===== src/hw/fspr_pkg.sv =====
// Package with constants and types for the fail-safe passivation and reintegration block
package fspr_pkg;

  localparam int CHANNELS = 8;
  localparam int PAIRS = CHANNELS / 2;

  // Register offsets (byte addresses)
  localparam logic [7:0] CTRL_OFFSET = 8'h00;
  localparam logic [7:0] ACTIVE_OFFSET = 8'h04;
  localparam logic [7:0] AUTO_OFFSET = 8'h08;
  localparam logic [7:0] PAIR_OFFSET = 8'h0c;
  localparam logic [7:0] OUTCMD_OFFSET = 8'h10;
  localparam logic [7:0] STATUS_OFFSET = 8'h14;
  localparam logic [7:0] PASSIVE_OFFSET = 8'h18;
  localparam logic [7:0] READY_OFFSET = 8'h1c;
  localparam logic [7:0] INVAL_OFFSET = 8'h20;

  // Control register fields
  localparam int CTRL_START_BIT = 0;
  localparam int CTRL_STOP_BIT = 1;
  localparam int CTRL_ACK_BIT = 2;

  // Status register fields
  localparam int STAT_REQ_BIT = 0;
  localparam int STAT_LOCK_BIT = 1;
  localparam int STAT_FATAL_BIT = 2;
  localparam int STAT_COMM_BIT = 3;
  localparam int STAT_START_BIT = 4;
  localparam int STAT_STOP_BIT = 5;

  // Reset values
  localparam logic [CHANNELS-1:0] ACTIVE_RESET = 8'hff;
  localparam logic [CHANNELS-1:0] AUTO_RESET = 8'h00;
  localparam logic [PAIRS-1:0] PAIR_RESET = 4'h0;
  localparam logic [CHANNELS-1:0] OUTCMD_RESET = 8'h00;
  localparam logic [CHANNELS-1:0] PASSIVE_RESET = 8'hff;
  localparam logic [CHANNELS-1:0] SAFE_VALUE = 8'h00;

  // Timing
  localparam longint CLOCK_HZ = 64'd100_000_000;
  localparam longint SECOND_NS = 64'd1_000_000_000;
  localparam longint CLOCK_PERIOD_NS = SECOND_NS / CLOCK_HZ;
  localparam int TICK_CYCLES_DEF = int'(SECOND_NS / CLOCK_PERIOD_NS);
  localparam int REPAIR_HOURS = 100;
  localparam int SECONDS_PER_HOUR = 3600;
  localparam int PERSIST_SECONDS_DEF = REPAIR_HOURS * SECONDS_PER_HOUR;
  localparam int TICK_WIDTH = 27;
  localparam int PERSIST_WIDTH = 20;

  // Diagnostic results for each channel
  typedef struct packed {
    logic [CHANNELS-1:0] chan_fault;
    logic [CHANNELS-1:0] switch_a_fault;
    logic [CHANNELS-1:0] switch_b_fault;
  } fspr_diag_type;

  // Module-wide diagnostic and communication events
  typedef struct packed {
    logic module_fault;
    logic fatal_fault;
    logic comm_timeout;
    logic comm_error;
  } fspr_event_type;

endpackage


===== src/hw/fspr_persist_timer.sv =====
// Continuous passivation timer for one channel
`timescale 1ns/1ps
module fspr_persist_timer #(
  parameter int PERSIST_SECONDS = fspr_pkg::PERSIST_SECONDS_DEF
) (
  // Clock and reset
  input wire logic clock_in,
  input wire logic resetn_in,
  // Control
  input wire logic tick_in,
  input wire logic passive_in,
  // Result
  output logic expired_out
);
  import fspr_pkg::*;

  localparam logic [PERSIST_WIDTH-1:0] LIMIT = PERSIST_WIDTH'(PERSIST_SECONDS);

  logic [PERSIST_WIDTH-1:0] count_reg;

  always_ff @(posedge clock_in or negedge resetn_in) begin
    if (!resetn_in) begin
      count_reg <= '0;
    end else if (!passive_in) begin
      count_reg <= '0; // see RULE21
    end else if (tick_in && count_reg != LIMIT) begin
      count_reg <= count_reg + 1'b1;
    end
  end

  always_ff @(posedge clock_in or negedge resetn_in) begin
    if (!resetn_in) begin
      expired_out <= 1'b0;
    end else begin
      expired_out <= passive_in && (count_reg == LIMIT); // see RULE16
    end
  end

endmodule


===== src/hw/fspr_top.sv =====
// Fault reaction unit: channel passivation, reintegration and persistence lockout
// How it works
// RULE1 - Passivated input channels report 0 to the safety program.
// RULE2 - Passivated output channels drive 0, ignoring the commanded value.
// RULE3 - Passivation and stop-mode output values are fixed 0, never selectable.
// RULE4 - Channel faults passivate one channel; module faults passivate all.
// RULE5 - Message monitoring time-out passivates every channel.
// RULE6 - Single inputs passivate alone; paired inputs passivate both of the pair.
// RULE7 - Either switching element failing passivates the whole output channel.
// RULE8 - Auto or manual reintegration per channel; communication faults always manual.
// RULE9 - Automatic channels reintegrate at once when their fault clears.
// RULE10 - Request flag rises when a manual channel is cleared and ready.
// RULE11 - Acknowledge only after request; then all ready channels reintegrate.
// RULE12 - Group acknowledge input acknowledges pending faults of the whole group.
// RULE13 - Fatal faults ignore acknowledge; only power cycle clears them.
// RULE14 - Reintegration allowed only after diagnostics show the fault cleared.
// RULE15 - Reintegrated channels pass live inputs and commanded outputs again.
// RULE16 - Passivation lasting 100 hours passivates the module until power cycle.
// RULE17 - Deactivated channels are not diagnosed and raise no faults.
// RULE18 - All channels start passivated until start-up allows operation.
// RULE19 - No fault state survives a power cycle; diagnostics rediscover faults.
// RULE20 - Request flag falls once no channel awaits acknowledged reintegration.
// RULE21 - Passivation timer restarts from zero on reintegration.
`timescale 1ns/1ps
module fspr_top #(
  parameter int TICK_CYCLES = fspr_pkg::TICK_CYCLES_DEF,
  parameter int PERSIST_SECONDS = fspr_pkg::PERSIST_SECONDS_DEF
) (
  // Clock and reset
  input wire logic clock_in,
  input wire logic resetn_in,
  // Register port
  input wire logic [7:0] reg_addr_in,
  input wire logic [31:0] reg_wdata_in,
  input wire logic reg_write_in,
  input wire logic reg_read_in,
  output logic [31:0] reg_rdata_out,
  // Diagnostics
  input wire fspr_pkg::fspr_diag_type diag_in,
  input wire fspr_pkg::fspr_event_type event_in,
  // Group acknowledge pin
  input wire logic group_acknowledge_input_in,
  // Process signals
  input wire logic [fspr_pkg::CHANNELS-1:0] field_input_in,
  output logic [fspr_pkg::CHANNELS-1:0] input_value_out,
  output logic [fspr_pkg::CHANNELS-1:0] output_drive_out,
  // Status
  output logic [fspr_pkg::CHANNELS-1:0] passive_out,
  output logic reintegration_request_out
);
  import fspr_pkg::*;

  localparam logic [TICK_WIDTH-1:0] TICK_LAST = TICK_WIDTH'(TICK_CYCLES - 1);

  // Spread a per-pair flag over both channels of the pair
  function automatic logic [CHANNELS-1:0] pair_expand(input logic [PAIRS-1:0] pairs);
    logic [CHANNELS-1:0] result;
    result = '0;
    for (int p = 0; p < PAIRS; p++) begin
      result[2*p] = pairs[p];
      result[2*p+1] = pairs[p];
    end
    return result;
  endfunction

  // Swap the two channels within each pair
  function automatic logic [CHANNELS-1:0] pair_swap(input logic [CHANNELS-1:0] value);
    logic [CHANNELS-1:0] result;
    result = '0;
    for (int p = 0; p < PAIRS; p++) begin
      result[2*p] = value[2*p+1];
      result[2*p+1] = value[2*p];
    end
    return result;
  endfunction

  // Configuration and control registers
  logic start_reg;
  logic stop_reg;
  logic [CHANNELS-1:0] active_reg;
  logic [CHANNELS-1:0] auto_reg;
  logic [PAIRS-1:0] pair_reg;
  logic [CHANNELS-1:0] outcmd_reg;
  logic sw_ack_reg;

  // Fault reaction state
  logic [CHANNELS-1:0] passive_reg;
  logic [CHANNELS-1:0] passive_next;
  logic comm_pending_reg;
  logic fatal_reg;
  logic lockout_reg;
  logic started_reg;
  logic req_reg;

  // Pin synchronisers
  logic [CHANNELS-1:0] field_meta_reg;
  logic [CHANNELS-1:0] field_sync_reg;
  logic gack_meta_reg;
  logic gack_sync_reg;
  logic gack_prev_reg;

  // Persistence tick divider
  logic [TICK_WIDTH-1:0] tick_count_reg;
  logic tick_reg;
  logic [CHANNELS-1:0] expired;

  // Combinational fault view
  logic [CHANNELS-1:0] raw_fault;
  logic [CHANNELS-1:0] chan_fault;
  logic module_hold;
  logic [CHANNELS-1:0] ready;
  logic [CHANNELS-1:0] manual_ready;
  logic ack_event;
  logic accept_ack;
  logic write_ctrl;

  assign write_ctrl = reg_write_in && (reg_addr_in == CTRL_OFFSET);

  // Deactivated channels contribute no fault; either switch element faults the channel
  assign raw_fault = active_reg & (diag_in.chan_fault | diag_in.switch_a_fault
                                   | diag_in.switch_b_fault); // see RULE7 see RULE17

  // A paired channel also takes its partner's fault
  assign chan_fault = raw_fault | (pair_expand(pair_reg) & pair_swap(raw_fault)); // see RULE6

  // Conditions that hold every channel passivated
  assign module_hold = event_in.module_fault || event_in.fatal_fault || event_in.comm_timeout || event_in.comm_error
                       || fatal_reg || lockout_reg || !start_reg; // see RULE4 see RULE5 see RULE18

  // Channel ready when its passivation cause is gone
  assign ready = module_hold ? '0 : (passive_reg & ~chan_fault); // see RULE14 see RULE13

  // Channels waiting for an acknowledge
  assign manual_ready = comm_pending_reg ? ready : (ready & ~auto_reg); // see RULE8

  // Acknowledge from software or from the group pin
  assign ack_event = sw_ack_reg || (gack_sync_reg && !gack_prev_reg); // see RULE12
  assign accept_ack = ack_event && req_reg; // see RULE11

  // Field input synchroniser
  always_ff @(posedge clock_in or negedge resetn_in) begin
    if (!resetn_in) begin
      field_meta_reg <= '0;
      field_sync_reg <= '0;
    end else begin
      field_meta_reg <= field_input_in;
      field_sync_reg <= field_meta_reg;
    end
  end

  // Group acknowledge synchroniser and edge history
  always_ff @(posedge clock_in or negedge resetn_in) begin
    if (!resetn_in) begin
      gack_meta_reg <= 1'b0;
      gack_sync_reg <= 1'b0;
      gack_prev_reg <= 1'b0;
    end else begin
      gack_meta_reg <= group_acknowledge_input_in;
      gack_sync_reg <= gack_meta_reg;
      gack_prev_reg <= gack_sync_reg;
    end
  end

  // Configuration registers
  always_ff @(posedge clock_in or negedge resetn_in) begin
    if (!resetn_in) begin
      start_reg <= 1'b0;
      stop_reg <= 1'b1;
      active_reg <= ACTIVE_RESET;
      auto_reg <= AUTO_RESET;
      pair_reg <= PAIR_RESET;
      outcmd_reg <= OUTCMD_RESET;
    end else if (reg_write_in) begin
      case (reg_addr_in)
        CTRL_OFFSET: begin
          start_reg <= reg_wdata_in[CTRL_START_BIT];
          stop_reg <= reg_wdata_in[CTRL_STOP_BIT];
        end
        ACTIVE_OFFSET: active_reg <= reg_wdata_in[CHANNELS-1:0];
        AUTO_OFFSET: auto_reg <= reg_wdata_in[CHANNELS-1:0];
        PAIR_OFFSET: pair_reg <= reg_wdata_in[PAIRS-1:0];
        OUTCMD_OFFSET: outcmd_reg <= reg_wdata_in[CHANNELS-1:0];
        default: begin
        end
      endcase
    end
  end

  // Acknowledge bit acts for one cycle only
  always_ff @(posedge clock_in or negedge resetn_in) begin
    if (!resetn_in) begin
      sw_ack_reg <= 1'b0;
    end else begin
      sw_ack_reg <= write_ctrl && reg_wdata_in[CTRL_ACK_BIT];
    end
  end

  // Start-up release happens once
  always_ff @(posedge clock_in or negedge resetn_in) begin
    if (!resetn_in) begin
      started_reg <= 1'b0;
    end else if (start_reg) begin
      started_reg <= 1'b1;
    end
  end

  // Communication fault pending until acknowledged; a new error wins over the clear
  always_ff @(posedge clock_in or negedge resetn_in) begin
    if (!resetn_in) begin
      comm_pending_reg <= 1'b0;
    end else if (event_in.comm_timeout || event_in.comm_error) begin
      comm_pending_reg <= 1'b1; // see RULE8
    end else if (accept_ack) begin
      comm_pending_reg <= 1'b0;
    end
  end

  // Fatal fault latch, cleared by reset only
  always_ff @(posedge clock_in or negedge resetn_in) begin
    if (!resetn_in) begin
      fatal_reg <= 1'b0; // see RULE19
    end else if (event_in.fatal_fault) begin
      fatal_reg <= 1'b1; // see RULE13
    end
  end

  // Persistence lockout, cleared by reset only
  always_ff @(posedge clock_in or negedge resetn_in) begin
    if (!resetn_in) begin
      lockout_reg <= 1'b0;
    end else if (|expired) begin
      lockout_reg <= 1'b1; // see RULE16
    end
  end

  // One-second tick for the persistence timers
  always_ff @(posedge clock_in or negedge resetn_in) begin
    if (!resetn_in) begin
      tick_count_reg <= '0;
      tick_reg <= 1'b0;
    end else if (tick_count_reg == TICK_LAST) begin
      tick_count_reg <= '0;
      tick_reg <= 1'b1;
    end else begin
      tick_count_reg <= tick_count_reg + 1'b1;
      tick_reg <= 1'b0;
    end
  end

  for (genvar i = 0; i < CHANNELS; i++) begin : g_timer
    fspr_persist_timer #(
      .PERSIST_SECONDS(PERSIST_SECONDS)
    ) u_timer (
      .clock_in(clock_in),
      .resetn_in(resetn_in),
      .tick_in(tick_reg),
      .passive_in(passive_reg[i]),
      .expired_out(expired[i])
    );
  end

  // Passivation next state
  always_comb begin
    passive_next = passive_reg;
    if (!started_reg && start_reg) begin
      passive_next = passive_reg & ~ready; // see RULE18
    end else begin
      passive_next = passive_reg & ~(ready & ~manual_ready); // see RULE9
      if (accept_ack) begin
        passive_next = passive_next & ~ready; // see RULE11
      end
    end
    if (module_hold) begin
      passive_next = '1; // see RULE4 see RULE5
    end
    passive_next = passive_next | chan_fault; // see RULE4 see RULE6
  end

  always_ff @(posedge clock_in or negedge resetn_in) begin
    if (!resetn_in) begin
      passive_reg <= PASSIVE_RESET; // see RULE18
    end else begin
      passive_reg <= passive_next;
    end
  end

  // Reintegration request follows channels awaiting acknowledge
  always_ff @(posedge clock_in or negedge resetn_in) begin
    if (!resetn_in) begin
      req_reg <= 1'b0;
    end else if (accept_ack) begin
      req_reg <= 1'b0; // see RULE20
    end else begin
      req_reg <= started_reg && (|manual_ready); // see RULE10 see RULE20
    end
  end

  // Process outputs
  always_ff @(posedge clock_in or negedge resetn_in) begin
    if (!resetn_in) begin
      input_value_out <= SAFE_VALUE;
      output_drive_out <= SAFE_VALUE;
    end else begin
      input_value_out <= field_sync_reg & ~passive_next; // see RULE1 see RULE15
      output_drive_out <= stop_reg ? SAFE_VALUE : (outcmd_reg & ~passive_next); // see RULE2 see RULE3 see RULE15
    end
  end

  always_ff @(posedge clock_in or negedge resetn_in) begin
    if (!resetn_in) begin
      passive_out <= PASSIVE_RESET;
      reintegration_request_out <= 1'b0;
    end else begin
      passive_out <= passive_next;
      reintegration_request_out <= (accept_ack ? 1'b0 : (started_reg && (|manual_ready)));
    end
  end

  // Register read port
  always_ff @(posedge clock_in or negedge resetn_in) begin
    if (!resetn_in) begin
      reg_rdata_out <= '0;
    end else if (reg_read_in) begin
      reg_rdata_out <= '0;
      case (reg_addr_in)
        CTRL_OFFSET: begin
          reg_rdata_out[CTRL_START_BIT] <= start_reg;
          reg_rdata_out[CTRL_STOP_BIT] <= stop_reg;
        end
        ACTIVE_OFFSET: reg_rdata_out[CHANNELS-1:0] <= active_reg;
        AUTO_OFFSET: reg_rdata_out[CHANNELS-1:0] <= auto_reg;
        PAIR_OFFSET: reg_rdata_out[PAIRS-1:0] <= pair_reg;
        OUTCMD_OFFSET: reg_rdata_out[CHANNELS-1:0] <= outcmd_reg;
        STATUS_OFFSET: begin
          reg_rdata_out[STAT_REQ_BIT] <= req_reg;
          reg_rdata_out[STAT_LOCK_BIT] <= lockout_reg;
          reg_rdata_out[STAT_FATAL_BIT] <= fatal_reg;
          reg_rdata_out[STAT_COMM_BIT] <= comm_pending_reg;
          reg_rdata_out[STAT_START_BIT] <= started_reg;
          reg_rdata_out[STAT_STOP_BIT] <= stop_reg;
        end
        PASSIVE_OFFSET: reg_rdata_out[CHANNELS-1:0] <= passive_reg;
        READY_OFFSET: reg_rdata_out[CHANNELS-1:0] <= ready;
        INVAL_OFFSET: reg_rdata_out[CHANNELS-1:0] <= input_value_out;
        default: begin
        end
      endcase
    end else begin
      reg_rdata_out <= '0;
    end
  end

endmodule

===== config.mk =====
export PLATFORM = sky130hd
export DESIGN_NAME = fspr_top
export DESIGN_NICKNAME = d
export VERILOG_FILES = /design/src/hw/fspr_pkg.sv /design/src/hw/fspr_persist_timer.sv /design/src/hw/fspr_top.sv
export SDC_FILE = /design/constraint.sdc
export NUM_CORES = 1
export LEC_CHECK = 0
export ABC_CLOCK_PERIOD_IN_PS = 2029
export CAP_MARGIN = 20
export CORE_AREA = 2 2 237 180
export DETAILED_ROUTE_END_ITERATION = 12
export DIE_AREA = 0 0 239 182
export DONT_BUFFER_PORTS = 1
export PLACE_DENSITY = 0.52
export SYNTH_ARGS = -nofsm -noshare
export SYNTH_HDL_FRONTEND = slang
export SYNTH_SLANG_ARGS = --single-unit

===== constraint.sdc =====
create_clock -name clock_in -period 2.03 [get_ports clock_in]
set_input_delay 0.609 -clock clock_in [delete_from_list [all_inputs] [get_ports clock_in]]
set_output_delay 0.609 -clock clock_in [all_outputs]
set_load 0.01 [all_outputs]

==> results.sh, run 1 <==
export IMPL_status="finished, violations left"
export IMPL_violations="negative hold slack, negative setup slack"
export IMPL_fin_cells=2095
export IMPL_via_per_inst=5.168
export IMPL_fill_cells=4046
export IMPL_synthMuxAreaShare_pct=3.439
export IMPL_path_cells="or4b_4 > or4_4 > or2_1 > a21o_1 > a22o_1"
export IMPL_grt_max_degree=284
export IMPL_drt_first_pass_iters=5
export IMPL_fin_ws_ps=-109.2
export IMPL_synth_top_family_by_area="simple AND/OR/NAND/NOR gates"
export IMPL_final_max_slew_viol_count=0
export IMPL_die_x_um=239
export IMPL_synth_largest_area_cell="dfrtp_1"
export IMPL_synthAdderAreaFrac_pct=1.491
export IMPL_synth_xor_area_share_pct=7.615
export IMPL_hpwl_um=23990
export IMPL_post_route_min_period_ps=2139
export IMPL_fin_skew_ps=10.57
export IMPL_final_layout_size_suffix_gt1_share_pct=16.61
export IMPL_critPathMaxFanout=2
export IMPL_layout_common_cells="265 x dfrtp_1, 125 x nor2_1, 113 x buf_4"
export IMPL_gp_routability_congestion=0.8733
export IMPL_internal_power_uw=9439
export IMPL_finalWirelength_um=34660
export IMPL_synthArstFlopShare_pct=100.0
export IMPL_grt_pass1_vias=10410
export IMPL_critical_path_top_delay_family="simple AND/OR/NAND/NOR gates"
export IMPL_ff2ff_setup_slack_ps=-110
export IMPL_cp_end_kind="flip-flop"
export IMPL_synth_compound_area_share_pct=9.089
export IMPL_grt_ovfl_total=0
export IMPL_hold_viol_final=266
export IMPL_drtAntennaViolNets=0
export IMPL_htree_levels=1
export IMPL_slowest_stage="or4b_4"
export IMPL_swShare_pct=21.43
export IMPL_hold_worst_slack_ps=-256.8
export IMPL_start_kind="flip-flop"
export IMPL_seqPwrFrac_pct=47.9
export IMPL_crit_type="reg -> reg"
export IMPL_yosysSeqAreaShare_pct=49.81
export IMPL_synth_cell_type_count=72
export IMPL_power_uw=12010
export IMPL_cp_required_ps=2500
export IMPL_antenna_cells=0
export IMPL_die_y_um=182
export IMPL_worstMarginPinSlew_ps=789.4
export IMPL_initial_core_util_pct=34.38
export IMPL_relSlewSlack_pct=47.02
export IMPL_antenna_found_initial=0
export IMPL_die_area_sq_um=43500
export IMPL_arrival_ps=2610
export IMPL_vias=10830
export IMPL_cts_tree="done"
export IMPL_clockRootBuffer="clkbuf_16"
export IMPL_cts_buffer_depth=3
export IMPL_rows=65
export IMPL_synth_top_area_share_pct=46.67
export IMPL_syn_area_sq_um=14260
export IMPL_ys_dominant_reg_cell="dfrtp_1"
export IMPL_wire_per_inst_um=16.54
export IMPL_ios=138
export IMPL_path_buf_inv=0
export IMPL_largest_register_ffs=160
export IMPL_power_switching_uw=2574
export IMPL_timing_fmax_mhz=467.5
export IMPL_syn2layout_area_growth_pct=17.60
export IMPL_cts_buffers=31
export IMPL_dp_cells=2027
export IMPL_setup_viol=11
export IMPL_ys_ff_latch=283
export IMPL_syn_inst=1438
export IMPL_grt_pass1_wl_um=56810
export IMPL_share_comb_of_total_power_pct=1.3
export IMPL_drc=0
export IMPL_numPortBuffers=0
export IMPL_rsz0062_at_grt="true"
export IMPL_core_sq_um=41480
export IMPL_drt_iter0_markers=690
export IMPL_final_common_cell="dfrtp_1"
export IMPL_power_density_nw_per_um2=716.3
export IMPL_slowest_delay_ps=530
export IMPL_p_clk_share_pct=50.8
export IMPL_synth_area_top_cells="dfrtp_1 47%, xor2_1 4.0%, xnor2_1 3.6%"
export IMPL_grt_total_usage_pct=16.04
export IMPL_synth_edf_count=0
export IMPL_clk_latency_ps=580
export IMPL_hold_path_class="in -> async"
export IMPL_fin_crit_sh_pct=105.4
export IMPL_peakVddDrop_mv=0.8057
export IMPL_leakagePower_uw=0.007386
export IMPL_cts_num_sinks=283
export IMPL_synthSimpleGateAreaFrac_pct=24.01
export IMPL_clk_pin_slew_ps=60
export IMPL_yosys_warnings=0
export IMPL_avgSynthCellArea_sq_um=9.917
export IMPL_nets=1632
export IMPL_cap_violations=0
==> cells in the mapped netlist, drive strengths merged (14+ instances only) <==
| cell type | n |
|---|---|
| xor2 | 65 |
| buf | 40 |
| dfrtp | 266 |
| and2 | 48 |
| or3 | 32 |
| nor4b | 15 |
| dfstp | 17 |
| nand4 | 54 |
| inv | 59 |
| nand3 | 70 |
| o21a | 17 |
| nor3b | 14 |
| a21oi | 29 |
| or4 | 14 |
| nand2 | 94 |
| and4 | 21 |
| ha | 17 |
| nor3 | 55 |
| xnor2 | 59 |
| and3 | 17 |
| clkbuf | 37 |
| mux2 | 30 |
| nor2 | 131 |
| nor4 | 23 |
| o21ai | 74 |
==> cell families (layout without fill, tap and decap cells) <==
group	Yosys count	count (layout)
and+or+nand+nor	631	631
DFF	283	283
AOI/OAI and AO/OA	201	201
buffers and inverters	137	235
xor gates and xnor gates	124	124
muxes	44	44
adders and majority gates	17	17
other	1	24
==> worst reg2reg max path, delay by kind of cell (launching register included) <==
family,cells,cell delay [ps]
AND/OR/NAND/NOR,3,1290
flip-flops,1,380
AO/OA/AOI/OAI,2,360
==> power by group through the flow <==
stage / Combinational (uW) / Clock, uW / Sequential [uW]
6_report: 155 / 6100 / 5750
5_1_grt: 171 / 6540 / 5760
4_1_cts: 154 / 6300 / 5750
3_5_place_dp: 153 / 0 / 5860
3_3_place_gp: 151 / 0 / 5860
2_1_floorplan: 170 / 0 / 5830
==> layer usage <==
metal / wire length [um] / track usage, %
met3: 1958 / 3.755
met5: 0 / 0
met2: 14810 / 23.41
met1: 17300 / 24.06
met4: 595 / 3.350
==> path summary, 6_finish.rpt <==
| check | cells past startpoint | to | start |
|---|---|---|---|
| min | 0 | g_timer[2].u_timer.count_reg[11]$_DFFE_PN0P_ | resetn_in |
| max | 5 | tick_count_reg[10]$_DFF_PN0_ | tick_count_reg[25]$_DFF_PN0_ |
| min reg2reg | 0 | field_sync_reg[7]$_DFF_PN0_ | field_meta_reg[7]$_DFF_PN0_ |
| max in group asynchronous | 0 | tick_reg$_DFF_PN0_ | resetn_in |
| max reg2reg | 5 | tick_count_reg[10]$_DFF_PN0_ | tick_count_reg[25]$_DFF_PN0_ |
| min in group clock_in | 0 | gack_meta_reg$_DFF_PN0_ | group_acknowledge_input_in |
==> through the flow <==
step / worst slack (ps) / util, % / setup TNS [ps] / instance area, sq um
final: -109.2 / 40.43 / -225.2 / 16770
after floorplan: -52.59 / - / -52.59 / 14380
after detailed placement: -122.3 / 37.23 / -496.8 / 15440
after global placement: -122.7 / 37.23 / -495.2 / 15440
after CTS: -117.5 / 39.99 / -768.4 / 16590
after global routing: -161.0 / 40.43 / -823.4 / 16770
==> timing repair <==
item / 4_1_cts / 5_1_grt
endpoints found under the hold margin: 283 / 266
pin swaps: 14 / 5
setup buffers: 2 / 9
resized for setup: 5 / 29
setup endpoints to repair: 21 / 40
==> area by class of cell <==
| class | count | area, sq um | share of cell area, % |
|---|---|---|---|
| timing repair buffer | 117 | 905.9 | 5.401 |
| tap | 536 | 670.6 | 3.999 |
| sequential | 283 | 7104 | 42.36 |
| clock buffer | 41 | 863.3 | 5.148 |
| inverter | 60 | 229.0 | 1.365 |
| clock inverter | 17 | 254.0 | 1.514 |
| multi-input combinational | 1041 | 6744 | 40.21 |
(Power assumes the default switching activity.)
==> inputs of run 2 (changes only) <==
- MAX_ROUTING_LAYER: unset -> met4
==> run 2 against run 1 <==
Compared with the run above: the flow still finishes with violations (negative hold slack, negative setup slack); cell count did not move; setup slack barely moved; clock power barely moved; cell area did not move; utilization did not move; non-clock buffer count did not move; critical path depth did not move; total power barely moved; maximum frequency did not move; largest cell class unchanged.
==> results.sh, run 2 (synthesis results as in run 1) <==
export IMPL_die_y_um=182
export IMPL_core_sq_um=41480
export IMPL_nets=1632
export IMPL_setup_viol=11
export IMPL_wire_per_inst_um=16.53
export IMPL_seq_area_sq_um=7104
export IMPL_critPathMaxFanout=2
export IMPL_post_route_min_period_ps=2139
export IMPL_status="finished, violations left"
export IMPL_grt_pass1_vias=10410
export IMPL_cp_end_kind="flip-flop"
export IMPL_rsz0062_at_grt="true"
export IMPL_hpwl_um=23990
export IMPL_leakagePower_uw=0.007386
export IMPL_antenna_cells=0
export IMPL_cts_tree="done"
export IMPL_cts_buffer_depth=3
export IMPL_timing_fmax_mhz=467.5
export IMPL_clk_pin_slew_ps=60
export IMPL_cts_buffers=31
export IMPL_violations="negative hold slack, negative setup slack"
export IMPL_cp_required_ps=2500
export IMPL_hold_viol_final=266
export IMPL_grt_ovfl_total=0
export IMPL_htree_levels=1
export IMPL_multi_input_area_sq_um=6744
export IMPL_initial_core_util_pct=34.38
export IMPL_peakVddDrop_mv=0.8023
export IMPL_start_kind="flip-flop"
export IMPL_vias=10800
export IMPL_utilization_pct=40.43
export IMPL_drt_first_pass_iters=7
export IMPL_grt_total_usage_pct=16.51
export IMPL_syn2layout_area_growth_pct=17.60
export IMPL_drc=0
export IMPL_power_density_nw_per_um2=715.9
export IMPL_layout_common_cells="265 x dfrtp_1, 125 x nor2_1, 113 x buf_4"
export IMPL_rows=65
export IMPL_hold_path_class="in -> async"
export IMPL_fin_cells=2095
export IMPL_fin_ws_ps=-109.2
export IMPL_worstMarginPinSlew_ps=799.9
export IMPL_arrival_ps=2610
export IMPL_cts_num_sinks=283
export IMPL_fin_skew_ps=10.86
export IMPL_final_max_slew_viol_count=0
export IMPL_drt_iter0_markers=688
export IMPL_crit_type="reg -> reg"
export IMPL_numPortBuffers=0
export IMPL_antenna_found_initial=0
export IMPL_hold_worst_slack_ps=-256.2
export IMPL_gp_routability_congestion=0.8893
export IMPL_clockRootBuffer="clkbuf_16"
export IMPL_final_layout_size_suffix_gt1_share_pct=16.61
export IMPL_cap_violations=0
export IMPL_fin_crit_sh_pct=105.4
export IMPL_grt_pass1_wl_um=56750
export IMPL_via_per_inst=5.154
export IMPL_final_common_cell="dfrtp_1"
export IMPL_fill_cells=4046
export IMPL_dp_cells=2027
export IMPL_finalWirelength_um=34620
export IMPL_die_x_um=239
export IMPL_die_area_sq_um=43500
export IMPL_ios=138
export IMPL_clk_latency_ps=580
export IMPL_relSlewSlack_pct=46.31
export IMPL_largest_register_ffs=160
export IMPL_grt_max_degree=284
export IMPL_drtAntennaViolNets=0
## run 2: cell counts in the layout (fill, tap and decap cells not counted)
Identical to the previous run, type by type.
## run 2: final cells by class
cell class	instances	share of cell area [%]
clock buffers	41	5.148
clock inverters	17	1.514
inverters	60	1.365
multi-input cells	1041	40.21
flip-flops and latches	283	42.36
well taps	536	3.999
repair buffers	117	5.401
## run 2: final timing paths
path                                                                end  cells past startpoint                          from  slack, ps
max                                        tick_count_reg[10]$_DFF_PN0_                      5  tick_count_reg[25]$_DFF_PN0_       -110
min reg2reg                                 field_sync_reg[7]$_DFF_PN0_                      0   field_meta_reg[7]$_DFF_PN0_        350
max reg2reg                                tick_count_reg[10]$_DFF_PN0_                      5  tick_count_reg[25]$_DFF_PN0_       -110
max in group asynchronous                     active_reg[4]$_DFFE_PN1P_                      0                     resetn_in       1890
min in group clock_in                       field_meta_reg[4]$_DFF_PN0_                      0             field_input_in[4]         60
min                        g_timer[2].u_timer.count_reg[11]$_DFFE_PN0P_                      0                     resetn_in       -260
## run 2: critical path: stages (launching register included)
cell     delay [ps]
dfrtp_1         380
or4b_4          530
or4_4           520
or2_1           240
a21o_1          160
a22o_1          200
## run 2: through the flow
step                setup WS [ps]  TNS [ps]  instance area, sq um  total power (uW)
global route               -161.0    -823.4                 16770             12460
finish                     -109.2    -224.3                 16770             12010
CTS                        -117.5    -768.4                 16590             12210
floorplan                  -52.59    -52.59                 14380              6000
global placement           -122.7    -495.2                 15440              6007
detailed placement         -122.3    -496.8                 15440              6010
## run 2: where the power goes
part / switching, uW / internal [uW]
registers: 50.5 / 5700
clock network: 2440 / 3660
logic: 81.5 / 73.9
total: 2570 / 9440
## run 2: metal layers
| metal | GRT usage, % | share of wire, % |
|---|---|---|
| met5 | - | 0 |
| met4 | 3.350 | 1.5 |
| met3 | 3.557 | 5.6 |
| met2 | 23.42 | 43 |
| met1 | 24.13 | 50 |
## run 2: repair_timing
| action | 4_1_cts | 5_1_grt |
|---|---|---|
| setup endpoints to repair | 21 | 40 |
| hold endpoints to repair | 283 | 266 |
| setup buffers | 2 | 9 |
| gates resized for setup | 5 | 29 |
| pin swaps | 14 | 5 |
